### src/reset_source_controller_pkg.sv
/*
 * Shared constants and types of the reset source controller: register
 * indices, cause bit positions, timing figures, fuse and source carriers.
 * Assumes a 10 MHz peripheral clock and a 32-bit AXI4-Lite register bus.
 */
package reset_source_controller_pkg;

	////////////////////////////////////////////////////////////////////
	// register map: index, byte address is four times the index
	localparam logic [5:0] IDX_CAUSE      = 6'h00;
	localparam logic [5:0] IDX_SWREQ      = 6'h01;
	localparam logic [5:0] IDX_KEY        = 6'h02;
	localparam logic [5:0] IDX_IRQ_STATUS = 6'h03;
	localparam logic [5:0] IDX_IRQ_CLEAR  = 6'h04;
	localparam logic [5:0] IDX_IRQ_ENABLE = 6'h05;
	localparam int         ADDR_W         = 8;

	// cause flag positions
	localparam int CAUSE_W = 6;
	localparam int CF_POR  = 0;
	localparam int CF_BOR  = 1;
	localparam int CF_EXT  = 2;
	localparam int CF_WDT  = 3;
	localparam int CF_SW   = 4;
	localparam int CF_DBG  = 5;
	localparam logic [CAUSE_W-1:0] CAUSE_RESET = 6'h01;
	localparam logic [CAUSE_W-1:0] CAUSE_POR_ONLY = 6'h01;

	localparam int SW_REQ_BIT = 0;

	// interrupt status bits
	localparam int IRQ_W      = 2;
	localparam int IRQ_DONE   = 0;
	localparam int IRQ_REJECT = 1;

	// protection unlock window, counted in bus clock cycles
	localparam logic [2:0] UNLOCK_CYCLES = 3'h4;

	localparam logic [1:0] RESP_OKAY   = 2'h0;
	localparam logic [1:0] RESP_SLVERR = 2'h2;

	////////////////////////////////////////////////////////////////////
	// timing
	localparam int CLK_PERIOD_NS  = 100;
	localparam int RESET_PULSE_NS = 50;
	localparam int PULSE_RAW =
		(RESET_PULSE_NS + CLK_PERIOD_NS - 1) / CLK_PERIOD_NS;
	localparam int RESET_PULSE_CYC = (PULSE_RAW < 1) ? 1 : PULSE_RAW;

	////////////////////////////////////////////////////////////////////
	// carriers
	typedef struct packed {
		logic       reset_pin_enable;
		logic       startup_scan_select;
		logic [2:0] startup_time_field;
	} fuse_t;

	typedef struct packed {
		logic poweron;
		logic brownout;
		logic reset_pin_n;
		logic watchdog_timeout;
		logic debug_interface;
	} sources_t;

	typedef enum logic [1:0] {
		ST_RUN,
		ST_PULSE,
		ST_HOLD,
		ST_INIT
	} seq_state_t;

endpackage

### src/reset_source_controller.sv
/*
 * Device reset controller: merges reset sources, sequences the system
 * reset through an initialization phase, records causes, and offers a
 * key-guarded software reset over an AXI4-Lite slave.
 * Assumes all source inputs are synchronous to clk_i and that arst_n_i
 * resets only this controller, never by the system reset it drives.
 */
// Summary of operation
// [RQ1] watchdog time-out raises a system reset
// [RQ2] watchdog or software reset pulse about 50 ns; code rounds up to one 100 ns clock
// [RQ3] writing one to request bit resets system
// [RQ4] software reset starts at once, full sequence
// [RQ5] software request bit always reads zero
// [RQ6] debug reset comes only from external debugger
// [RQ7] fuses reload always; debug logic only supply resets
// [RQ8] reset held while any source stays active
// [RQ9] init phase, supply resets add start-up time
// [RQ10] enabled start-up scan lengthens init phase
// [RQ11] requests honoured in active and sleep modes
// [RQ12] software writes key then protected bits quickly
// [RQ13] unprotected write to guarded register ignored
// [RQ14] one cause flag per reset type
// [RQ15] writing one clears a cause flag
// [RQ16] power-on leaves only power-on flag set
// [RQ17] after power-on other flags blocked until boot
// [RQ18] reset pin acts only when fuse enables it
// [RQ19] simultaneous sources each set their flag
`timescale 1ns/1ps
module reset_source_controller #(
	parameter int INIT_CYCLES     = 16,
	parameter int SUT_STEP_CYCLES = 64,
	parameter int CRC_SCAN_CYCLES = 256,
	parameter int CNT_W           = 16,
	parameter logic [7:0] UNLOCK_KEY = 8'hA5 // arbitrary value
) (
	input  wire logic                                  clk_i,
	input  wire logic                                  arst_n_i,
	input  wire reset_source_controller_pkg::sources_t src_i,
	input  wire reset_source_controller_pkg::fuse_t    fuse_i,
	output logic                                       system_reset_o,
	output logic                                       debug_reset_o,
	output logic                                       fuse_reload_o,
	output logic                                       irq_o,
	input  wire logic [7:0]                            s_axi_awaddr,
	input  wire logic                                  s_axi_awvalid,
	output logic                                       s_axi_awready,
	input  wire logic [31:0]                           s_axi_wdata,
	input  wire logic [3:0]                            s_axi_wstrb,
	input  wire logic                                  s_axi_wvalid,
	output logic                                       s_axi_wready,
	output logic [1:0]                                 s_axi_bresp,
	output logic                                       s_axi_bvalid,
	input  wire logic                                  s_axi_bready,
	input  wire logic [7:0]                            s_axi_araddr,
	input  wire logic                                  s_axi_arvalid,
	output logic                                       s_axi_arready,
	output logic [31:0]                                s_axi_rdata,
	output logic [1:0]                                 s_axi_rresp,
	output logic                                       s_axi_rvalid,
	input  wire logic                                  s_axi_rready
);
	import reset_source_controller_pkg::*;

	localparam int MAX_INIT =
		INIT_CYCLES + 7 * SUT_STEP_CYCLES + CRC_SCAN_CYCLES;

	if (INIT_CYCLES < 1 || SUT_STEP_CYCLES < 0 || CRC_SCAN_CYCLES < 0
		|| CNT_W < 3 || CNT_W > 31 || MAX_INIT >= (1 << CNT_W)) begin : g_bad
		$error("reset_source_controller: parameters out of range");
	end

	seq_state_t          state_reg;
	logic [CNT_W-1:0]    cnt_reg;
	logic                supply_reg;
	logic                por_lock_reg;
	logic [CAUSE_W-1:0]  cause_reg;
	logic [CAUSE_W-1:0]  cause_next;
	logic [2:0]          unlock_reg;
	logic                sw_fire_reg;
	logic                reload_reg;
	logic                boot_done;
	logic [IRQ_W-1:0]    irq_status_reg;
	logic [IRQ_W-1:0]    irq_enable_reg;
	logic [CAUSE_W-1:0]  act;
	logic                any_level;
	logic                any_pulse;
	logic                supply_now;
	logic [CNT_W-1:0]    init_len;

	logic                aw_hold_reg;
	logic [5:0]          aw_idx_reg;
	logic                w_hold_reg;
	logic [7:0]          w_data_reg;
	logic                w_strb_reg;
	logic                wr_fire;
	logic                wr_mapped;
	logic                wr_en;
	logic                bvalid_reg;
	logic [1:0]          bresp_reg;
	logic                rvalid_reg;
	logic [31:0]         rdata_reg;
	logic [1:0]          rresp_reg;
	logic [5:0]          ar_idx;
	logic                reject;
	logic                sw_write;

	////////////////////////////////////////////////////////////////////
	// source merging
	always_comb begin
		act = '0;
		act[CF_POR] = src_i.poweron;
		act[CF_BOR] = src_i.brownout;
		// [RQ18] pin gated by fuse
		act[CF_EXT] = fuse_i.reset_pin_enable & ~src_i.reset_pin_n;
		// [RQ1] watchdog time-out request
		act[CF_WDT] = src_i.watchdog_timeout;
		act[CF_SW]  = sw_fire_reg;
		// [RQ6] debugger-only reset input
		act[CF_DBG] = src_i.debug_interface;
	end

	// [RQ8] level sources keep reset
	assign any_level  = act[CF_POR] | act[CF_BOR] | act[CF_EXT]
		| act[CF_DBG];
	assign any_pulse  = act[CF_WDT] | act[CF_SW];
	assign supply_now = act[CF_POR] | act[CF_BOR];

	// [RQ9] supply resets add start-up
	// [RQ10] start-up scan extends init
	always_comb begin
		init_len = CNT_W'(INIT_CYCLES);
		if (supply_reg | supply_now) begin
			init_len = init_len + CNT_W'(SUT_STEP_CYCLES)
				* CNT_W'(fuse_i.startup_time_field);
		end
		if (fuse_i.startup_scan_select) begin
			init_len = init_len + CNT_W'(CRC_SCAN_CYCLES);
		end
	end

	////////////////////////////////////////////////////////////////////
	// reset sequencer; no sleep gating, the peripheral clock always runs
	// [RQ11] accepted in every mode
	always_ff @(posedge clk_i or negedge arst_n_i) begin
		if (!arst_n_i) begin
			state_reg <= ST_RUN;
			cnt_reg   <= '0;
		end else begin
			case (state_reg)
				ST_RUN: begin
					if (any_level) begin
						state_reg <= ST_HOLD;
					// [RQ2] short internal pulse
					end else if (any_pulse) begin
						state_reg <= ST_PULSE;
						cnt_reg   <= CNT_W'(RESET_PULSE_CYC);
					end
				end
				ST_PULSE: begin
					if (cnt_reg <= CNT_W'(1)) begin
						state_reg <= ST_HOLD;
					end else begin
						cnt_reg <= cnt_reg - CNT_W'(1);
					end
				end
				ST_HOLD: begin
					if (!any_level) begin
						state_reg <= ST_INIT;
						cnt_reg   <= init_len;
					end
				end
				ST_INIT: begin
					// a new request restarts the whole sequence
					// [RQ4] sequence runs to completion
					if (any_level || any_pulse) begin
						state_reg <= ST_HOLD;
					end else if (cnt_reg <= CNT_W'(1)) begin
						state_reg <= ST_RUN;
					end else begin
						cnt_reg <= cnt_reg - CNT_W'(1);
					end
				end
				default: begin
					state_reg <= ST_RUN;
				end
			endcase
		end
	end

	assign boot_done = (state_reg == ST_INIT) && !any_level
		&& !any_pulse && (cnt_reg <= CNT_W'(1));

	always_ff @(posedge clk_i or negedge arst_n_i) begin
		if (!arst_n_i) begin
			supply_reg <= 1'b1;
		end else if (supply_now) begin
			supply_reg <= 1'b1;
		end else if (boot_done) begin
			supply_reg <= 1'b0;
		end
	end

	// [RQ7] fuse reload on every reset
	always_ff @(posedge clk_i or negedge arst_n_i) begin
		if (!arst_n_i) begin
			reload_reg <= 1'b0;
		end else begin
			reload_reg <= (state_reg == ST_HOLD) && !any_level;
		end
	end

	assign system_reset_o = (state_reg != ST_RUN);
	// [RQ7] debug logic reset on supply only
	assign debug_reset_o  = system_reset_o & supply_reg;
	assign fuse_reload_o  = reload_reg;

	////////////////////////////////////////////////////////////////////
	// cause flags
	always_ff @(posedge clk_i or negedge arst_n_i) begin
		if (!arst_n_i) begin
			por_lock_reg <= 1'b1;
		end else if (act[CF_POR]) begin
			por_lock_reg <= 1'b1;
		end else if (boot_done) begin
			// [RQ17] unblock after full boot
			por_lock_reg <= 1'b0;
		end
	end

	always_comb begin
		cause_next = cause_reg;
		// [RQ15] write one clears
		if (wr_en && aw_idx_reg == IDX_CAUSE) begin
			cause_next = cause_next & ~w_data_reg[CAUSE_W-1:0];
		end
		// [RQ16] power-on keeps only its flag
		if (act[CF_POR]) begin
			cause_next = CAUSE_POR_ONLY;
		// [RQ17] others blocked after power-on
		end else if (!por_lock_reg) begin
			// [RQ14] flag per reset type
			// [RQ19] simultaneous sources all recorded
			cause_next = cause_next | act;
		end
	end

	always_ff @(posedge clk_i or negedge arst_n_i) begin
		if (!arst_n_i) begin
			cause_reg <= CAUSE_RESET;
		end else begin
			cause_reg <= cause_next;
		end
	end

	////////////////////////////////////////////////////////////////////
	// guarded software reset
	assign sw_write = wr_en && aw_idx_reg == IDX_SWREQ;
	// [RQ13] unguarded write ignored
	assign reject   = sw_write && unlock_reg == 3'h0;

	// [RQ12] key opens a short window
	always_ff @(posedge clk_i or negedge arst_n_i) begin
		if (!arst_n_i) begin
			unlock_reg <= 3'h0;
		end else if (wr_en && aw_idx_reg == IDX_KEY
			&& w_data_reg == UNLOCK_KEY) begin
			unlock_reg <= UNLOCK_CYCLES;
		end else if (sw_write) begin
			unlock_reg <= 3'h0;
		end else if (unlock_reg != 3'h0) begin
			unlock_reg <= unlock_reg - 3'h1;
		end
	end

	// [RQ3] one to request bit resets
	always_ff @(posedge clk_i or negedge arst_n_i) begin
		if (!arst_n_i) begin
			sw_fire_reg <= 1'b0;
		end else begin
			sw_fire_reg <= sw_write && !reject
				&& w_data_reg[SW_REQ_BIT];
		end
	end

	////////////////////////////////////////////////////////////////////
	// interrupt status, set wins over clear
	always_ff @(posedge clk_i or negedge arst_n_i) begin
		if (!arst_n_i) begin
			irq_status_reg <= '0;
		end else begin
			irq_status_reg <= (irq_status_reg
				& ~((wr_en && aw_idx_reg == IDX_IRQ_CLEAR)
					? w_data_reg[IRQ_W-1:0] : '0))
				| {reject, boot_done};
		end
	end

	always_ff @(posedge clk_i or negedge arst_n_i) begin
		if (!arst_n_i) begin
			irq_enable_reg <= '0;
		end else if (wr_en && aw_idx_reg == IDX_IRQ_ENABLE) begin
			irq_enable_reg <= w_data_reg[IRQ_W-1:0];
		end
	end

	assign irq_o = |(irq_status_reg & irq_enable_reg);

	////////////////////////////////////////////////////////////////////
	// AXI4-Lite write channel
	assign s_axi_awready = !aw_hold_reg && !bvalid_reg;
	assign s_axi_wready  = !w_hold_reg && !bvalid_reg;
	assign wr_fire       = aw_hold_reg && w_hold_reg && !bvalid_reg;
	assign wr_mapped     = aw_idx_reg <= IDX_IRQ_ENABLE;
	assign wr_en         = wr_fire && wr_mapped && w_strb_reg;

	always_ff @(posedge clk_i or negedge arst_n_i) begin
		if (!arst_n_i) begin
			aw_hold_reg <= 1'b0;
			aw_idx_reg  <= '0;
		end else if (s_axi_awvalid && s_axi_awready) begin
			aw_hold_reg <= 1'b1;
			aw_idx_reg  <= s_axi_awaddr[ADDR_W-1:2];
		end else if (wr_fire) begin
			aw_hold_reg <= 1'b0;
		end
	end

	always_ff @(posedge clk_i or negedge arst_n_i) begin
		if (!arst_n_i) begin
			w_hold_reg <= 1'b0;
			w_data_reg <= '0;
			w_strb_reg <= 1'b0;
		end else if (s_axi_wvalid && s_axi_wready) begin
			w_hold_reg <= 1'b1;
			w_data_reg <= s_axi_wdata[7:0];
			w_strb_reg <= s_axi_wstrb[0];
		end else if (wr_fire) begin
			w_hold_reg <= 1'b0;
		end
	end

	always_ff @(posedge clk_i or negedge arst_n_i) begin
		if (!arst_n_i) begin
			bvalid_reg <= 1'b0;
			bresp_reg  <= RESP_OKAY;
		end else if (wr_fire) begin
			bvalid_reg <= 1'b1;
			bresp_reg  <= wr_mapped ? RESP_OKAY : RESP_SLVERR;
		end else if (s_axi_bready) begin
			bvalid_reg <= 1'b0;
		end
	end

	assign s_axi_bvalid = bvalid_reg;
	assign s_axi_bresp  = bresp_reg;

	////////////////////////////////////////////////////////////////////
	// AXI4-Lite read channel
	assign s_axi_arready = !rvalid_reg;
	assign ar_idx        = s_axi_araddr[ADDR_W-1:2];

	always_ff @(posedge clk_i or negedge arst_n_i) begin
		if (!arst_n_i) begin
			rvalid_reg <= 1'b0;
			rdata_reg  <= '0;
			rresp_reg  <= RESP_OKAY;
		end else if (s_axi_arvalid && s_axi_arready) begin
			rvalid_reg <= 1'b1;
			rresp_reg  <= RESP_OKAY;
			rdata_reg  <= '0;
			case (ar_idx)
				IDX_CAUSE: begin
					rdata_reg <= 32'(cause_reg);
				end
				IDX_IRQ_STATUS: begin
					rdata_reg <= 32'(irq_status_reg);
				end
				IDX_IRQ_ENABLE: begin
					rdata_reg <= 32'(irq_enable_reg);
				end
				// [RQ5] request bit reads zero
				IDX_SWREQ, IDX_KEY, IDX_IRQ_CLEAR: begin
					rdata_reg <= '0;
				end
				default: begin
					rresp_reg <= RESP_SLVERR;
				end
			endcase
		end else if (s_axi_rready) begin
			rvalid_reg <= 1'b0;
		end
	end

	assign s_axi_rvalid = rvalid_reg;
	assign s_axi_rdata  = rdata_reg;
	assign s_axi_rresp  = rresp_reg;

endmodule

### config.mk
export PLATFORM = sky130hd
export DESIGN_NAME = reset_source_controller
export DESIGN_NICKNAME = d
export VERILOG_FILES = /design/src/reset_source_controller_pkg.sv /design/src/reset_source_controller.sv
export SDC_FILE = /design/constraint.sdc
export NUM_CORES = 1
export LEC_CHECK = 0
export BUFFER_PORTS_ARGS = -buffer_cell sky130_fd_sc_hd__buf_2
export CORE_MARGIN = 5
export CORE_UTILIZATION = 51
export CTS_CLUSTER_SIZE = 12
export DETAILED_ROUTE_END_ITERATION = 7
export GPL_ROUTABILITY_DRIVEN = 0
export PLACE_DENSITY = 0.81
export SLEW_MARGIN = 20
export SYNTH_ARGS = -nofsm -noshare
export SYNTH_HDL_FRONTEND = slang
export SYNTH_SLANG_ARGS = --single-unit
### constraint.sdc
create_clock -name clk_i -period 2.7 [get_ports clk_i]
set_input_delay 0.405 -clock clk_i [delete_from_list [all_inputs] [get_ports clk_i]]
set_output_delay 0.405 -clock clk_i [all_outputs]
set_load 0.005 [all_outputs]
==> results.json, run 1 <==
{
  "dr.pass1.iters": 4,
  "relSlewSlack_pct": 53.80,
  "critPathBufInv": 0,
  "clk_pin_slew_ns": 0.07,
  "yosys-top-cells-count": "59 x dfrtp_1, 38 x nand2_1, 28 x buf_4",
  "h-tree-depth": 3,
  "fmax_mhz": 457.4,
  "dr.first_iter.drc_count": 196,
  "fp-row-count": 29,
  "cts_sinks": 62,
  "numPortBuffers": 54,
  "fp.dieW_um": 91.47,
  "seq_area_frac_synth_pct": 45.95,
  "design_area_sq_mm": 0.003881,
  "synth_ff_type": "dfrtp_1",
  "cts_tree": "done",
  "power_density_mw_per_mm2": 812.8,
  "area_delta_synth_final_pct": 14.68,
  "ys_types": 57,
  "dpl_worst_slack_ns": 0.5214,
  "clockRootBuffer": "clkbuf_8",
  "cts_resized": 0,
  "maxCapViolCount": 0,
  "hp-class": "input port to asynchronous set/reset pin",
  "io-pin-count": 114,
  "power_mw": 3.155,
  "clk_latency_ns": 0.33,
  "synth_seq_cells": 62,
  "ir_worst_vdd_v": 0.0005813,
  "critical_path.top_delay_family": "simple AND/OR/NAND/NOR gates",
  "r2r-end": "cnt_reg[0]",
  "async_reset_ff_share_pct": 100.0,
  "placed_cells": 470,
  "synth-edff-count": 0,
  "start_kind": "flop",
  "drc": 0,
  "ff2ff_setup_slack_ns": 0.51,
  "slew_viol_final": 0,
  "worstPathRequired_ns": 2.94,
  "period_needed_ns": 2.186,
  "netlist_instances": 345,
  "die_h_um": 91.47,
  "avgViaCountPerCell": 5.786,
  "rsz0062_at_grt": "no",
  "yosys-top-cells-area": "dfrtp_1 44%, buf_4 6.2%, mux2_2 5.0%, nand2_1 4.2%, dfstp_2 2.3%",
  "yosysWarningCount": 0,
  "slowest_delay_ns": 0.59,
  "die-area_sq_mm": 0.008366,
  "yosysTopAreaCell": "dfrtp_1",
  "synth_most_common_cell": "dfrtp_1",
  "netlist.area_leader.share_pct": 43.62,
  "fin_crit_sh_pct": 80.98,
  "cts_hold_buf": 0,
  "nets": 478,
  "largest_reg_flops": 16,
  "syn_area_sq_mm": 0.003384,
  "wl_per_cell_um": 15.80,
  "fin_worst_skew_ns": 0.009028,
  "fin_util_pct": 60.78,
  "place_area_sq_mm": 0.003649,
  "hold_violations": 0,
  "setup_ws_ns": 0.5136,
  "ant_nets": 0,
  "outcome": "finished clean",
  "grt_pass1_vias": 2783,
  "num_vias": 2812,
  "r2r_start": "cnt_reg[4]",
  "grt_start_max_net_pins": 33,
  "slowest_stage": "or4_4",
  "cts_inserted_buffers": 9,
  "fin_cells": 486,
  "fin_hold_ws_ns": 0.07833,
  "num_antenna_cells": 0,
  "end_kind": "flop",
  "critical_path.max_fanout": 9,
  "dpl.hpwl_mm": 5.621,
  "worstSetupPathType": "flop to flop",
  "grt_pass1_wl_mm": 12.92,
  "setup_viol": 0,
  "antenna_found_initial": 0,
  "drive_gt1_share_pct": 26.16,
  "crit_arrival_ns": 2.43,
  "fp.coreArea_sq_mm": 0.006386,
  "start_util_pct": 53.00,
  "fin_setup_tns_ns": 0,
  "reg2reg_depth": 5,
  "postCtsSetupBuffers": 0,
  "clk_path_buf_depth": 2,
  "power.leakage_nw": 1.785,
  "worst_pin_slew_ns": 0.6834,
  "routed_wl_mm": 7.680,
  "overflow": 0,
  "track_usage_pct": 18.81,
  "syn_area_per_cell_sq_um": 9.810,
  "crit_chain": "or4_4 -> nor4b_4 -> nand2_4 -> a31o_1 -> a221oi_2"
}
==> worst max path at each step <==
stage          cells past startpoint  slack [ns]           end  startpoint
3_5_place_dp                       5        0.52    cnt_reg[0]  cnt_reg[4]
2_1_floorplan                      5        0.74    cnt_reg[0]  cnt_reg[4]
6_report                           5        0.51    cnt_reg[0]  cnt_reg[4]
4_1_cts                            5        0.51    cnt_reg[0]  cnt_reg[4]
5_1_grt                            7        0.36  por_lock_reg  cnt_reg[0]
3_3_place_gp                       7        0.58  por_lock_reg  cnt_reg[0]
==> where the power goes <==
group	internal [mW]	total (mW)	switching, mW
sequential	1.18	1.45	0.267
clock	0.570	0.933	0.362
combinational	0.377	0.777	0.400
total	2.13	3.15	1.03
==> layer usage <==
| metal | GRT usage [%] | routed length, um | up-vias |
|---|---|---|---|
| met5 | 0 | 0 | - |
| met4 | 7.824 | 153 | 0 |
| met3 | 3.884 | 544 | 16 |
| met2 | 29.83 | 3749 | 119 |
| met1 | 25.03 | 3232 | 1355 |
| li1 | - | - | 1322 |
==> worst reg2reg max path: cells and delay by family (launching register included) <==
kind,cells,cell delay (ns)
and+or+nand+nor,3,1.18
DFF,1,0.47
AOI/OAI and AO/OA,2,0.46
==> area by class of cell <==
cell class / count / area [sq um]
Fill cell: 547 / 2505
Inverter: 13 / 48.80
Timing Repair Buffer: 61 / 322.8
Multi-Input combinational cell: 257 / 1625
Tap cell: 77 / 96.34
Sequential cell: 62 / 1555
Clock inverter: 5 / 81.33
Clock buffer: 11 / 151.4
==> cell families (layout without fill, tap and decap cells) <==
group | Yosys count | in the layout | synth area share (%)
flops | 62 | 62 | 45.95
compound gates | 71 | 71 | 14.64
simple gates | 136 | 136 | 22.88
other cells | 1 | 28 | 0.1108
buf+inv | 53 | 90 | 9.020
fa+ha+maj | 5 | 5 | 1.848
xor+xnor | 1 | 1 | 0.2588
mux | 16 | 16 | 5.286
==> cell usage in the layout, fill, tap and decap left out, types with 3 or more instances in the layout <==
cell type,synthesis,layout
a32o_1,3,3
o211ai_1,5,5
buf_4,28,7
a31oi_1,8,8
inv_1,13,13
a32oi_1,3,3
o21ai_0,10,10
nor2_1,18,18
dfrtp_1,59,59
and3_1,6,6
nor3b_1,5,5
mux2_2,15,15
clkbuf_8,0,11
o21ai_1,5,5
nor4_1,4,4
a21oi_1,15,15
nor3_1,8,8
or4_1,3,3
nor2b_1,5,5
ha_1,5,5
dfstp_2,3,3
nand2_1,38,38
a22o_1,5,5
a31o_1,3,3
or3_1,5,5
nand4_1,7,7
buf_2,1,54
nand4b_1,3,3
a41oi_1,3,3
nand3_1,13,13
conb_1,1,28
(Power assumes the default switching activity.)
==> inputs of run 2 (changes only) <==
- CORE_UTILIZATION: 51 -> 46
- PLACE_DENSITY: 0.81 -> 0.77
- clock period: 2.7 -> 2 ns (I/O delays scaled with it)
==> run 2 against run 1 <==
Effect of this change:
- critical path depth unchanged
- via count increased by 2.7%
- clock power grew 15%
- worst setup slack worse by 0.49 ns
- hold slack better by 0.042 ns
- maximum frequency is 10% higher
- die area rose by 9.6%
- final cell count increased by 10%
- count of clock-buffer cells in the layout increased by 1
- routed wire length increased by 4.8%
- combinational power grew 58%
- critical endpoint unchanged
- highest routed layer is now met5
==> results.json, run 2 (synthesized netlist as in run 1, its figures left out) <==
{
  "outcome": "finished clean",
  "overflow": 0,
  "avgViaCountPerCell": 5.396,
  "ir_worst_vdd_v": 0.0007537,
  "h-tree-depth": 3,
  "ant_nets": 0,
  "ff_latch_area_sq_mm": 0.001558,
  "fin_crit_sh_pct": 98.96,
  "dr.first_iter.drc_count": 164,
  "path_depth": 5,
  "dr.pass1.iters": 4,
  "dpl.hpwl_mm": 5.746,
  "fp-row-count": 31,
  "grt_pass1_wl_mm": 12.91,
  "routed_wl_mm": 8.049,
  "hp-class": "input port to flop",
  "crit_end": "cnt_reg[0]",
  "die-area_sq_mm": 0.009173,
  "power_mw": 4.215,
  "area_delta_synth_final_pct": 22.37,
  "wl_per_cell_um": 15.04,
  "clockRootBuffer": "clkbuf_8",
  "start_util_pct": 46.91,
  "layout_common_cells": "57 x dfrtp_1, 54 x buf_2, 38 x nand2_1",
  "clk_path_buf_depth": 2,
  "worstSetupPathType": "flop to flop",
  "final_common_cell": "dfrtp_1",
  "io-pin-count": 114,
  "internal_power_mw": 2.814,
  "clk_latency_ns": 0.34,
  "rsz0062_at_grt": "yes",
  "fin_setup_tns_ns": 0,
  "slew_viol_final": 0,
  "grt_pass1_vias": 2805,
  "r2r_start": "cnt_reg[5]",
  "period_needed_ns": 1.979,
  "antenna_found_initial": 1,
  "power_frac_clock_pct": 25.4,
  "die_h_um": 95.78,
  "fmax_mhz": 505.2,
  "cts_tree": "done",
  "end_kind": "flop",
  "worstPathRequired_ns": 2.25,
  "grt_start_max_net_pins": 63,
  "r2r-end": "cnt_reg[0]",
  "power_density_mw_per_mm2": 1018,
  "numPortBuffers": 54,
  "fin_util_pct": 57.41,
  "p_comb_share_pct": 29.2,
  "fin_cells": 535,
  "drive_gt1_share_pct": 32.34,
  "drc": 0,
  "num_vias": 2887,
  "crit_arrival_ns": 2.23,
  "placed_cells": 515,
  "reg2reg_depth": 5,
  "maxCapViolCount": 0,
  "nets": 506,
  "critical_path.top_delay_family": "simple AND/OR/NAND/NOR gates",
  "slowest_delay_ns": 0.53,
  "slowest_stage": "or4_4",
  "fillers": 642,
  "setup_viol": 0,
  "crit_chain": "or4_4 -> nor4b_4 -> nand2_4 -> a31o_1 -> a221oi_2",
  "power.leakage_nw": 1.908,
  "cts_inserted_buffers": 9,
  "fp.dieW_um": 95.78,
  "p_seq_share_pct": 45.4,
  "largest_reg_flops": 16,
  "start_kind": "flop",
  "critical_path.max_fanout": 7,
  "ff2ff_setup_slack_ns": 0.02,
  "fin_worst_skew_ns": 0.008401,
  "cp-startpoint": "cnt_reg[5]",
  "power_switching_share_pct": 33.23,
  "num_antenna_cells": 0,
  "critPathBufInv": 0,
  "clk_pin_slew_ns": 0.07,
  "track_usage_pct": 18.17,
  "multi_input_area_sq_mm": 0.001669,
  "fp.coreArea_sq_mm": 0.007214,
  "hold_violations": 0,
  "switchingPower_mw": 1.400,
  "cts_sinks": 62
}
==> run 2: cell types whose count changed in the layout (fill, tap and decap cells not counted), moves of 2 or more <==
cell / change
buf_4: +25
dfrtp_1: -2
nor4_1: -2
clkbuf_1: +2
dfrtp_2: +2
==> run 2: how the worst min path moves through the flow <==
stage                       startpoint            to  slack, ns  cells after the start
final                     s_axi_bready  s_axi_bvalid       0.12                      2
after global routing      s_axi_bready  s_axi_bvalid       0.11                      2
after CTS                 s_axi_bready  s_axi_bvalid       0.11                      2
after detailed placement      arst_n_i  s_axi_rvalid       0.33                      2
after global placement        arst_n_i  s_axi_rvalid       0.34                      2
after floorplan               arst_n_i   aw_hold_reg      0.004                      0
==> run 2: repair_timing <==
action                                  CTS  global route
resized for setup                         0            13
buffers inserted                          0             5
pin swaps                                 1             8
endpoints found under the setup margin    1            12
endpoints found under the hold margin    59             0
hold buffers                              1             0
==> run 2: area by class of cell <==
cell class	instances	share of cell area, %
multi-input combinational	257	40.30
sequential	62	37.61
timing repair buffer	89	13.32
clock buffer	12	3.505
tap	99	2.991
inverter	13	1.178
clock inverter	3	1.088
==> run 2: power groups by stage <==
stage               Sequential [mW]  Clock, mW  Combinational [mW]
floorplan                      1.85          0               0.817
global placement               1.91          0                1.14
detailed placement             1.92          0                1.18
CTS                            1.91       1.09                1.19
global route                   1.96       1.16                1.39
finish                         1.91       1.07                1.23
==> run 2: layer usage <==
| metal | wire length (um) | track usage, % |
|---|---|---|
| met5 | 7 | 0 |
| met4 | 240 | 9.242 |
| met3 | 531 | 4.222 |
| met2 | 3886 | 28.78 |
| met1 | 3383 | 23.27 |
==> run 2: through the flow <==
step	setup slack, ns	hold slack [ns]	instance area, sq um
floorplan	0.04145	0.004409	3486
global placement	0.05757	0.3384	3861
detailed placement	0.01843	0.3348	3861
CTS	0.002494	0.1118	4061
global route	-0.04148	0.1143	4141
finish	0.02074	0.1202	4141
